[config.mk]
export PLATFORM = sky130hd
export DESIGN_NAME = cls_core
export DESIGN_NICKNAME = d
export VERILOG_FILES = /design/src/shared/cls_pkg.sv /design/src/shared/cls_alu_if.sv /design/src/hdl/cls_alu.sv /design/src/hdl/cls_core.sv
export SDC_FILE = /design/constraint.sdc
export NUM_CORES = 1
export LEC_CHECK = 0
export BUFFER_PORTS_ARGS = -buffer_cell sky130_fd_sc_hd__buf_2
export CORE_UTILIZATION = 25
export CTS_CLUSTER_DIAMETER = 100
export DETAILED_ROUTE_END_ITERATION = 7
export GPL_TIMING_DRIVEN = 0
export SLEW_MARGIN = 10
export SYNTH_ARGS = -nofsm -noshare
export SYNTH_HDL_FRONTEND = slang
export SYNTH_SLANG_ARGS = --single-unit
export TNS_END_PERCENT = 100
[constraint.sdc]
create_clock -name clk -period 8.1 [get_ports clk]
set_clock_uncertainty 0.05 [all_clocks]
set_input_delay 0.405 -clock clk [delete_from_list [all_inputs] [get_ports clk]]
set_output_delay 0.405 -clock clk [all_outputs]
set_load 0.005 [all_outputs]
[src/shared/cls_pkg.sv]
// constants for the compare / logic / status-op execution slice
// assumes an 8-bit processor core around it that owns the other opcodes
package cls_pkg;
  localparam int unsigned CLS_CLK_NS        = 25;
  localparam int unsigned CLS_PERIODS_CYC   = 3;
  // opcode groups, upper six bits of the first byte; clear and halt are full bytes
  localparam logic [5:0]  CLS_OP_COMPARE_Z  = 6'h38;
  localparam logic [5:0]  CLS_OP_DECADJ     = 6'h25;
  localparam logic [5:0]  CLS_OP_XOR_Z      = 6'h08;
  localparam logic [5:0]  CLS_OP_XOR_I      = 6'h09;
  localparam logic [5:0]  CLS_OP_XOR_R      = 6'h0a;
  localparam logic [5:0]  CLS_OP_XOR_A      = 6'h0b;
  localparam logic [5:0]  CLS_OP_OR_Z       = 6'h18;
  localparam logic [5:0]  CLS_OP_OR_I       = 6'h19;
  localparam logic [5:0]  CLS_OP_OR_R       = 6'h1a;
  localparam logic [5:0]  CLS_OP_OR_A       = 6'h1b;
  localparam logic [7:0]  CLS_OP_CLR_UPPER  = 8'h74;
  localparam logic [7:0]  CLS_OP_CLR_LOWER  = 8'h75;
  localparam logic [7:0]  CLS_OP_HALT       = 8'h40;
  // cycle counts per instruction
  localparam logic [2:0]  CLS_CYC_2         = 3'h2;
  localparam logic [2:0]  CLS_CYC_3         = 3'h3;
  localparam logic [2:0]  CLS_CYC_4         = 3'h4;
  // lower status byte fields
  localparam int unsigned CLS_PSL_CC_HI     = 7;
  localparam int unsigned CLS_PSL_CC_LO     = 6;
  localparam int unsigned CLS_PSL_IDC       = 5;
  localparam int unsigned CLS_PSL_COM       = 1;
  localparam int unsigned CLS_PSL_C         = 0;
  localparam logic [1:0]  CLS_CC_POS        = 2'h1;
  localparam logic [1:0]  CLS_CC_ZERO       = 2'h0;
  localparam logic [1:0]  CLS_CC_NEG        = 2'h2;
  // decimal adjust addends by {carry, interdigit}
  localparam logic [7:0]  CLS_DA_00         = 8'haa;
  localparam logic [7:0]  CLS_DA_01         = 8'ha0;
  localparam logic [7:0]  CLS_DA_10         = 8'h0a;
  localparam logic [7:0]  CLS_DA_11         = 8'h00;
  // upper byte bits 4 and 3 unassigned
  localparam logic [7:0]  CLS_PSU_USED      = 8'he7;
  localparam logic [7:0]  CLS_PSL_RESET     = 8'h00;
  localparam logic [7:0]  CLS_PSU_RESET     = 8'h00;

  typedef enum logic [1:0] {CLS_OPD_NONE, CLS_OPD_IMM, CLS_OPD_MEM} cls_opd_e;
endpackage : cls_pkg

[src/shared/cls_alu_if.sv]
// carrier between sequencer and the combinational alu
// assumes both ends share one clock domain
`timescale 1ns/1ps
interface cls_alu_if;
  logic [7:0] opc;
  logic [7:0] reg_a;
  logic [7:0] reg_b;
  logic [7:0] operand;
  logic [7:0] psl;
  logic [7:0] result;
  logic [1:0] cc;
  modport seq (output opc, output reg_a, output reg_b, output operand, output psl,
               input result, input cc);
  modport alu (input opc, input reg_a, input reg_b, input operand, input psl,
               output result, output cc);
endinterface : cls_alu_if

[src/hdl/cls_alu.sv]
// combinational datapath: xor, or, compare, decimal adjust
// assumes the sequencer presents stable operands in the write cycle
`timescale 1ns/1ps
module cls_alu
  import cls_pkg::*;
(
  cls_alu_if.alu a
);
  function automatic logic [1:0] cls_sign_cc(input logic [7:0] v);
    if (v == 8'h00)
      return CLS_CC_ZERO;
    return v[7] ? CLS_CC_NEG : CLS_CC_POS;
  endfunction : cls_sign_cc

  logic [7:0] da_add;
  logic       gt;
  always_comb
  begin
    unique case ({a.psl[CLS_PSL_C], a.psl[CLS_PSL_IDC]})
      2'b00: da_add = CLS_DA_00;
      2'b01: da_add = CLS_DA_01;
      2'b10: da_add = CLS_DA_10;
      default: da_add = CLS_DA_11;
    endcase
    // unsigned when mode bit set, signed otherwise
    if (a.psl[CLS_PSL_COM])
      gt = a.reg_a > a.reg_b;
    else
      gt = $signed(a.reg_a) > $signed(a.reg_b);
    a.result = a.reg_a;
    a.cc     = cls_sign_cc(a.reg_a);
    if (a.opc[7:2] == CLS_OP_COMPARE_Z)
    begin
      a.cc = (a.reg_a == a.reg_b) ? CLS_CC_ZERO : (gt ? CLS_CC_POS : CLS_CC_NEG);
    end
    else if (a.opc[7:2] == CLS_OP_DECADJ)
    begin
      // nibbles add independently, no carry between them
      a.result = {a.reg_a[7:4] + da_add[7:4], a.reg_a[3:0] + da_add[3:0]};
      a.cc     = cls_sign_cc(a.result);
    end
    else if (a.opc[6])
    begin
      a.result = a.reg_a | a.operand;
      a.cc     = cls_sign_cc(a.result);
    end
    else
    begin
      a.result = a.reg_a ^ a.operand;
      a.cc     = cls_sign_cc(a.result);
    end
  end
endmodule : cls_alu

[src/hdl/cls_core.sv]
// execution slice: decode, multi-cycle sequencing, register and status update
// assumes program memory answers a fetch request in the same cycle; one
// cycle here is one processor cycle (three periods of the processor clock)
//
// Behaviour
// - compare-z E0-E3, two cycles, cc only
// - compare cc 01 greater, 00 equal, 10 less
// - compare mode selected by status mode bit
// - mode one unsigned, zero signed
// - clear-lower 75, three cycles, masked clear
// - clear-upper 74, three cycles, masked clear
// - mask one clears bit, zero keeps
// - decimal adjust 94-97 adds ten per nibble
// - addend AA, A0, 0A, 00 by carries
// - decimal adjust keeps carry and interdigit carry
// - decimal adjust cc from signed result
// - xor absolute 2C-2F, four cycles, memory byte
// - indexed absolute: index from low bits, dest r0
// - xor immediate 24-27, two cycles
// - xor relative 28-2B, three cycles
// - xor-z 20-23 writes r0, r unchanged
// - logic ops set cc by sign
// - halt 40, two cycles, enters wait
// - leave wait only on reset or interrupt
// - or absolute 6C-6F, four cycles
// - or immediate two cycles, second byte
// - or relative decoded from 68-6B
`timescale 1ns/1ps
module cls_core
  import cls_pkg::*;
(
  // clock and reset
  input  wire logic        clk,
  input  wire logic        resetn,
  // instruction and operand fetch
  input  wire logic        start,
  input  wire logic [7:0]  opcode,
  input  wire logic        indexed,
  output logic             fetch_req,
  input  wire logic [7:0]  fetch_data,
  // interrupt wake from wait
  input  wire logic        irq,
  // architectural state
  output logic [7:0]       reg0,
  output logic [7:0]       reg1,
  output logic [7:0]       reg2,
  output logic [7:0]       reg3,
  output logic [7:0]       lower_status,
  output logic [7:0]       upper_status_byte,
  // status
  output logic             busy,
  output logic             done,
  output logic             running,
  output logic             illegal
);
  typedef enum logic [1:0] {CLS_IDLE, CLS_EXEC, CLS_WAIT} cls_state_e;

  // xor/or to register zero: second operand from the file, never fetched
  function automatic logic cls_is_z(input logic [7:0] op);
    return op[7:2] == CLS_OP_XOR_Z || op[7:2] == CLS_OP_OR_Z;
  endfunction : cls_is_z

  // any xor or or form, all four addressing modes
  function automatic logic cls_is_logic(input logic [7:0] op);
    return op[7:4] == CLS_OP_XOR_Z[5:2] || op[7:4] == CLS_OP_OR_Z[5:2];
  endfunction : cls_is_logic

  function automatic logic [1:0] cls_cc_of(input logic [7:0] v);
    if (v == 8'h00)
      return CLS_CC_ZERO;
    return v[7] ? CLS_CC_NEG : CLS_CC_POS;
  endfunction : cls_cc_of

  cls_state_e  state_q;
  logic [7:0]  opc_q;
  logic        idx_q;
  logic [2:0]  cnt_q;
  logic [2:0]  len_q;
  logic [7:0]  opd_q;
  logic [7:0]  regs_q [4];
  logic [7:0]  psl_q;
  logic [7:0]  psu_q;
  logic        done_q;
  logic        ill_q;
  cls_opd_e    kind_d;
  logic [2:0]  len_d;
  logic        legal_d;
  logic        last;
  logic [1:0]  dst;
  logic [1:0]  rsel;

  cls_alu_if aif ();
  cls_alu u_alu (.a(aif.alu));

  // decode length and operand kind from the first byte
  always_comb
  begin
    legal_d = 1'b1;
    kind_d  = CLS_OPD_NONE;
    len_d   = CLS_CYC_2;
    if (opcode[7:2] == CLS_OP_COMPARE_Z || opcode[7:2] == CLS_OP_XOR_Z
        || opcode[7:2] == CLS_OP_OR_Z || opcode == CLS_OP_HALT)
      len_d = CLS_CYC_2;
    else if (opcode[7:2] == CLS_OP_DECADJ)
      len_d = CLS_CYC_3;
    else if (opcode[7:2] == CLS_OP_XOR_I || opcode[7:2] == CLS_OP_OR_I)
    begin
      kind_d = CLS_OPD_IMM;
      len_d  = CLS_CYC_2;
    end
    else if (opcode[7:2] == CLS_OP_XOR_R || opcode[7:2] == CLS_OP_OR_R)
    begin
      kind_d = CLS_OPD_MEM;
      len_d  = CLS_CYC_3;
    end
    else if (opcode[7:2] == CLS_OP_XOR_A || opcode[7:2] == CLS_OP_OR_A)
    begin
      kind_d = CLS_OPD_MEM;
      len_d  = CLS_CYC_4;
    end
    else if (opcode == CLS_OP_CLR_LOWER || opcode == CLS_OP_CLR_UPPER)
    begin
      kind_d = CLS_OPD_IMM;
      len_d  = CLS_CYC_3;
    end
    else
      legal_d = 1'b0;
  end

  assign last = (state_q == CLS_EXEC) && (cnt_q == len_q);
  // indexed absolute forms steer the result into register zero
  assign dst  = (opc_q[7:2] == CLS_OP_COMPARE_Z || cls_is_z(opc_q)
                 || (idx_q && opc_q[3:2] == 2'b11))
                ? 2'h0 : opc_q[1:0];
  assign rsel = opc_q[1:0];

  assign aif.opc     = opc_q;
  assign aif.reg_a   = (opc_q[7:2] == CLS_OP_COMPARE_Z || cls_is_z(opc_q))
                       ? regs_q[0] : regs_q[dst];
  assign aif.reg_b   = regs_q[rsel];
  // immediate forms share the upper opcode bits, so decode the full group
  assign aif.operand = cls_is_z(opc_q) ? regs_q[rsel] : opd_q;
  assign aif.psl     = psl_q;

  // sequencing
  always_ff @(posedge clk)
  begin
    if (!resetn)
    begin
      state_q <= CLS_IDLE;
      opc_q   <= 8'h00;
      idx_q   <= 1'b0;
      cnt_q   <= 3'h0;
      len_q   <= CLS_CYC_2;
    end
    else
    begin
      unique case (state_q)
        CLS_IDLE:
          if (start && legal_d)
          begin
            state_q <= CLS_EXEC;
            opc_q   <= opcode;
            idx_q   <= indexed && opcode[3:2] == 2'b11 && kind_d == CLS_OPD_MEM;
            len_q   <= len_d;
            cnt_q   <= 3'h1;
          end
        CLS_EXEC:
          if (last)
            state_q <= (opc_q == CLS_OP_HALT) ? CLS_WAIT : CLS_IDLE;
          else
            cnt_q <= cnt_q + 3'h1;
        CLS_WAIT:
          if (irq)
            state_q <= CLS_IDLE;
      endcase
    end
  end

  // operand byte latched at the end of the request cycle
  always_ff @(posedge clk)
  begin
    if (!resetn)
      opd_q <= 8'h00;
    else if (state_q == CLS_EXEC && fetch_req)
      opd_q <= fetch_data;
  end

  // the operand byte is requested the cycle before completion; compare and
  // register-zero forms must not fetch, or memory would lose a byte
  assign fetch_req = (state_q == CLS_EXEC) && !cls_is_z(opc_q) && (opc_q[7:2] != CLS_OP_COMPARE_Z)
                     && (opc_q[7:2] != CLS_OP_DECADJ) && (opc_q != CLS_OP_HALT)
                     && (cnt_q == len_q - 3'h1);

  // register file write
  always_ff @(posedge clk)
  begin
    if (!resetn)
    begin
      for (int i = 0; i < 4; i++)
        regs_q[i] <= 8'h00;
    end
    else if (last && opc_q != CLS_OP_HALT && opc_q[7:1] != 7'h3a && opc_q[7:2] != CLS_OP_COMPARE_Z)
      regs_q[dst] <= aif.result;
  end

  // status bytes
  always_ff @(posedge clk)
  begin
    if (!resetn)
    begin
      psl_q <= CLS_PSL_RESET;
      psu_q <= CLS_PSU_RESET;
    end
    else if (last)
    begin
      if (opc_q == CLS_OP_CLR_LOWER)
        psl_q <= psl_q & ~opd_q;
      else if (opc_q == CLS_OP_CLR_UPPER)
        psu_q <= psu_q & ~opd_q & CLS_PSU_USED;
      else if (opc_q != CLS_OP_HALT)
        psl_q[CLS_PSL_CC_HI:CLS_PSL_CC_LO] <= aif.cc;
    end
  end

  always_ff @(posedge clk)
  begin
    if (!resetn)
    begin
      done_q <= 1'b0;
      ill_q  <= 1'b0;
    end
    else
    begin
      done_q <= last;
      ill_q  <= state_q == CLS_IDLE && start && !legal_d;
    end
  end

  assign reg0              = regs_q[0];
  assign reg1              = regs_q[1];
  assign reg2              = regs_q[2];
  assign reg3              = regs_q[3];
  assign lower_status      = psl_q;
  assign upper_status_byte = psu_q;
  assign busy              = state_q == CLS_EXEC;
  assign done              = done_q;
  assign running           = state_q != CLS_WAIT;
  assign illegal           = ill_q;
endmodule : cls_core

==> summary.md, run 1 <==
| Metric | Value |
|---|---|
| Status | `completed` |
| R2r startpoint | `aif.opc[0]` |
| Synthesized area | `about 4500 sq um` |
| Min Tclk post-route | `3.91 ns` |
| ANT cells | `0` |
| Worst path most repeated cell | `buf_1` |
| Final setup margin | `around 4.2 ns` |
| Post-synth EDFFs | `32` |
| Max Cap Viol | `0` |
| Most common cell after layout, fill and taps aside | `buf_2` |
| Final non-filler cell total | `between 700 and 800` |
| Main synth FF type | `dfxtp_1` |
| Setup Viol. Count Final | `0` |
| Fin crit share | `0.483` |
| Yosys cell types | `76` |
| Final ANT Viol Nets | `0` |
| Largest net degree at the start of global routing | `16` |
| FP Rows | `48` |
| Ordered list of cells on the worst path | `buf_2 > buf_1 > buf_1 > a21oi_1 > o221a_2 > inv_2 > ha_1 > or4_1 > o41ai_1 > nand2_1 > a221oi_1 > a31oi_1` |
| Hold slack | `0.231 ns` |
| # DRC | `0` |
| Post-synthesis average cell area | `about 10 sq um` |
| Slew @ Worst Pin | `approximately 0.8 ns` |
| CTS root buf | `clkbuf_16` |
| Met3 WL | `roughly 880 um` |
| CTS resizes | `0` |
| WP data required | `between 8 and 9 ns` |
| First-pass GRT wire length | `around 20000 um` |
| WL final | `13300 um` |
| RSZ-0062 raised after global routing | `false` |
| CP arrival | `approximately 4.1 ns` |
| Crit path capture type | `flop` |
| Worst-Skew Late Latency | `~0.36 ns` |
| Hold Crit Class | `in2reg` |
| Leakage power | `about 2.1 nW` |
| Seq/Total Area, Yosys | `0.402` |
| Total power | `roughly 1.1 mW` |
| Number of setup buffers added after CTS | `0` |
| Count of final hold-check violations | `0` |
| Routability-driven placement congestion ratio | `0.929` |
| Total die area | `between 15000 and 20000 sq um` |
| Met1 WL | `6510 um` |
| Worst setup SP type | `flop` |
| Slowest-stage cell, CP | `buf_1` |
| Die width | `137 um` |
| Delay-heaviest family, CP | `buffers and inverters` |
| Total CTS buffers | `9` |
| Clock Tree Buf Depth | `2` |
| Maximum vdd drop | `a little under 100 uV` |
| Hold_buf cts | `0` |
| Number of global-route vias before repair | `approximately 3600` |
| DRT Pass-1 Iters | `4` |
| Area growth syn-to-layout | `21.4%` |
| Total grt overflow | `0` |
| Dpl cell area | `between 5000 and 6000 sq um` |
| WL per Instance | `17.1 um` |
| FF+latch count, synth | `75` |
| H-Tree Depth | `3` |
| Pre-CTS setup slack | `roughly 4.2 ns` |
| Die H | `roughly 140 um` |
| Average vias per placed instance | `4.90` |
| Clk slew on worst S/H paths | `~0.070 ns` |
| Fmax | `between 200 and 300 MHz` |
| Placed cell count | `between 700 and 800` |
| Fraction of layout cells with a size suffix above 1 | `0.232` |
| CP max stage delay | `about 0.55 ns` |
| Worst Setup Path Type | `reg2reg` |
| WL met2 | `~5700 um` |
| Crit path from | `aif.opc[0]` |
| Initial core utilization | `0.259` |
| Nets@finish | `roughly 590` |
| Total Routing Usage GR | `0.148` |
| Antenna violations before repair | `0` |
| CTS Sinks | `75` |
| IO Count | `74` |
| Core area | `roughly 17000 sq um` |
| CTS tree | `done` |
| Final instance area | `between 5000 and 6000 sq um` |
| Vias post-DR | `3799` |
| Ys async rst share | `0` |
| Max Used Layer | `met4` |
| Hold Crit Start | `fetch_data[2]` |
| Fin util | `0.315` |
| Dpl hpwl | `10300 um` |
| Crit-path max FO | `10` |
| Rel. slew slack | `0.455` |
| Post-Syn Instances | `about 460` |
| Fin Setup TNS | `0 ns` |
| I/O Buffers | `70` |
| DRT iter0 DRCs | `272` |
| Worst Path Buf+Inv | `4` |
| Number of fill cells | `about 1800` |
| PwrDens | `195 nW/um^2` |
| Final-report max-slew violation count | `0` |
| Most frequent cells in the layout | `buf_2, nor2_1, dfxtp_1` |
| Synth warn | `0` |
## report_power, final
part | internal, mW | switching [mW]
registers | 0.409 | 0.0173
clock network | 0.276 | 0.183
logic | 0.0776 | 0.110
total | 0.762 | 0.310
## synth_stat cells, types with 9 or more instances
cell	n	area share
nor2_1	67	0.056
dfxtp_1	43	0.19
mux2i_1	36	0.080
nand2_1	36	0.030
edfxtp_1	32	0.21
a21oi_1	26	0.029
ha_1	25	0.069
inv_1	23	0.019
and2_1	13	0.018
clkbuf_1	11	0.0091
mux4_2	9	0.045
o21ai_0	9	0.0099
## layout make-up
class / instances / area (sq um) / area share
multi-input cells: 341 / 2510 / 0.456
flip-flops and latches: 75 / 1820 / 0.331
repair buffers: 70 / 350 / 0.0637
well taps: 225 / 282 / 0.0512
clock buffers: 9 / 225 / 0.0410
clock inverters: 7 / 106 / 0.0193
inverters: 28 / 105 / 0.0191
plain buffers: 21 / 100 / 0.0182
## worst reg2reg max path: cells and delay by family, from the launching register on
family	cells	cell delay, ns
flip-flops	1	0.31
AO/OA/AOI/OAI	5	1.22
adder cells (fa/ha/maj)	1	0.23
buffers and inverters	4	1.37
AND/OR/NAND/NOR	2	0.62
## kinds of logic (layout without fill, tap and decap cells)
kind of cell	after synthesis	in the layout	share of synthesized area
AND/OR/NAND/NOR	171	171	0.190
AO/OA/AOI/OAI	85	85	0.140
flip-flops	75	75	0.402
multiplexers	49	49	0.134
buffers and inverters	49	135	0.0453
adder cells (fa/ha/maj)	25	25	0.0691
XOR/XNOR	9	9	0.0191
other	1	2	0.000828
## metal layers
metal,track usage,vias up
li1,-,1852
met4,0.0519,0
met1,0.206,1817
met2,0.221,118
met3,0.0352,12
met5,0,-
## final timing paths
| path | slack, ns | depth (start not counted) | end |
|---|---|---|---|
| worst max-delay path | 4.19 | 12 | lower_status[6] |
| worst min-delay path | 0.23 | 3 | opd_q[2] |
| worst max register to register | 4.19 | 12 | lower_status[6] |
| worst min register to register | 0.38 | 2 | upper_status_byte[5] |
## sequential cells by signal, summed over array words and instances, names as in the netlist, named ones only
| signal | cells |
|---|---|
| aif.opc | 8 |
| cnt_q | 3 |
| done | 1 |
| idx_q | 1 |
| illegal | 1 |
| len_q | 3 |
| lower_status | 8 |
| opd_q | 8 |
| regs_q | 32 |
| state_q | 2 |
| upper_status_byte | 6 |
No activity file was read; power rests on OpenSTA's default activity.
==> inputs of run 2 (changes only) <==
- clock period: 8.1 -> 4 ns (I/O delays scaled with it)
==> summary.md, run 2 (synthesized netlist as in run 1, its figures left out) <==
| Metric | Value |
|---|---|
| CTS root buf | `clkbuf_16` |
| Dpl hpwl | `10300 um (unchanged)` |
| Largest net degree at the start of global routing | `16 (unchanged)` |
| Number of fill cells | `1843 (-0.054%)` |
| Total grt overflow | `0 (unchanged)` |
| Min Tclk post-route | `3.74 ns (-0.169 ns)` |
| Total power | `2.17 mW (+100%)` |
| Average vias per placed instance | `4.93 (+0.66%)` |
| Fin util | `0.315 (+0.000501)` |
| Max Cap Viol | `0 (unchanged)` |
| Delay-heaviest family, CP | `buffers and inverters` |
| Number of global-route vias before repair | `3566 (unchanged)` |
| PwrDens | `395 nW/um^2 (+100%)` |
| Maximum vdd drop | `196 uV (+100%)` |
| Clk slew on worst S/H paths | `0.07 ns (about the same)` |
| First-pass GRT wire length | `20300 um (unchanged)` |
| Worst Setup Path Type | `reg2reg` |
| Max reg flops | `32 (unchanged)` |
| Crit-path max FO | `10 (unchanged)` |
| Count of final hold-check violations | `0 (unchanged)` |
| Largest reg by FF count | `regs_q` |
| DRT Pass-1 Iters | `4 (unchanged)` |
| Area growth syn-to-layout | `21.5%` |
| Slew @ Worst Pin | `0.841 ns (+0.0296 ns)` |
| Fmax | `267 MHz (+4.5%)` |
| Status | `completed` |
| Clock Tree Buf Depth | `2 (unchanged)` |
| Fin crit share | `0.935 (+0.452)` |
| Slowest-stage cell, CP | `buf_1` |
| H-Tree Depth | `3 (unchanged)` |
| ANT cells | `0 (unchanged)` |
| WL final | `13400 um (+0.44%)` |
| I/O Buffers | `70 (unchanged)` |
| CP max stage delay | `0.53 ns (-0.02 ns)` |
| Pre-CTS setup slack | `0.134 ns (-4.10 ns)` |
| Total CTS buffers | `9 (unchanged)` |
| Final-report max-slew violation count | `0 (unchanged)` |
| Rel. slew slack | `0.435 (-0.0199)` |
| Die H | `137 um (unchanged)` |
| Most common cell after layout, fill and taps aside | `buf_2` |
| Leakage power | `2.15 nW (+0.22%)` |
| Total Routing Usage GR | `0.148 (unchanged)` |
| Fraction of layout cells with a size suffix above 1 | `0.234 (+0.00181)` |
| Final non-filler cell total | `776 (unchanged)` |
| Routability-driven placement congestion ratio | `0.929 (unchanged)` |
| WL per Instance | `17.2 um (+0.44%)` |
| FP Rows | `48 (unchanged)` |
| WP data required | `4.17 ns (-4.11 ns)` |
| Final ANT Viol Nets | `0 (unchanged)` |
| Number of setup buffers added after CTS | `0 (unchanged)` |
| CP arrival | `3.91 ns (-0.17 ns)` |
| Crit path capture type | `flop` |
| # DRC | `0 (unchanged)` |
| Worst setup SP type | `flop` |
| Worst-Skew Late Latency | `0.36 ns (about the same)` |
| Die width | `137 um (unchanged)` |
| Antenna violations before repair | `0 (unchanged)` |
| Initial core utilization | `0.259 (unchanged)` |
| Most frequent cells in the layout | `buf_2, nor2_1, dfxtp_1` |
| Final setup margin | `0.260 ns (-3.93 ns)` |
| Ordered list of cells on the worst path | `buf_2 > buf_1 > clkbuf_2 > a21oi_1 > o221a_2 > inv_2 > ha_1 > or4_1 > o41ai_1 > nand2_1 > a221oi_1 > a31oi_1` |
| RSZ-0062 raised after global routing | `false` |
| IO Count | `74 (unchanged)` |
| CTS Sinks | `75 (unchanged)` |
| Nets@finish | `592 (unchanged)` |
| Core area | `17500 sq um (unchanged)` |
| Setup Viol. Count Final | `0 (unchanged)` |
| Worst Path Buf+Inv | `4 (unchanged)` |
| Fin Setup TNS | `0 ns (unchanged)` |
| CTS tree | `done` |
| Vias post-DR | `3824 (+0.66%)` |
| Placed cell count | `760 (unchanged)` |
| Total die area | `18700 sq um (unchanged)` |
| Hold Crit Class | `in2reg` |
| DRT iter0 DRCs | `287 (+5.5%)` |
[run 2: path summary, 6_finish.rpt]
check                                           from  slack, ns                   end  cells after the start
worst min register to register  upper_status_byte[6]       0.38  upper_status_byte[6]                      2
worst max register to register            aif.opc[0]       0.26       lower_status[6]                     12
worst min-delay path                   fetch_data[2]       0.03              opd_q[2]                      3
worst max-delay path                      aif.opc[0]       0.26       lower_status[6]                     12
[run 2: cell type report]
cell class | instances | area (sq um) | share of cell area
multi-input cells | 341 | 2510 | 0.457
flip-flops and latches | 75 | 1820 | 0.331
repair buffers | 70 | 350 | 0.0636
well taps | 225 | 282 | 0.0511
clock buffers | 9 | 225 | 0.0409
clock inverters | 7 | 106 | 0.0193
inverters | 28 | 105 | 0.0191
plain buffers | 21 | 101 | 0.0184
[run 2: routing by layer]
layer  global-route usage  part of all wire  vias to the layer above
met1                0.206              0.49                     1842
met5                    0                 0                        -
met2                0.221              0.43                      116
met4               0.0519             0.014                        0
met3               0.0352             0.062                       13
li1                     -                 -                     1853
[run 2: stage by stage]
step	hold slack, ns	cell area, sq um
floorplan	0.297	4530
global placement	0.366	5160
detailed placement	0.370	5160
CTS	0.00996	5500
global route	0.0412	5510
finish	0.0260	5510
[run 2: what timing repair did]
action | 4_1_cts | 5_1_grt
gates resized for setup | 0 | 2
hold buffers | 0 | 0
endpoints found under the hold margin | 0 | 0
endpoints found under the setup margin | 0 | 1
[run 2: where the power goes]
| part | leakage [nW] | total, mW | internal (mW) | switching (mW) |
|---|---|---|---|---|
| Combinational | 1.31 | 0.380 | 0.157 | 0.223 |
| Clock | 0.163 | 0.929 | 0.559 | 0.370 |
| Sequential | 0.678 | 0.863 | 0.828 | 0.0353 |
| Total | 2.15 | 2.17 | 1.54 | 0.628 |
[run 2: worst min-delay path, cell delays in order]
cell and delay, ns:
buf_2 0.08, mux2i_1 0.06, nor2_1 0.07
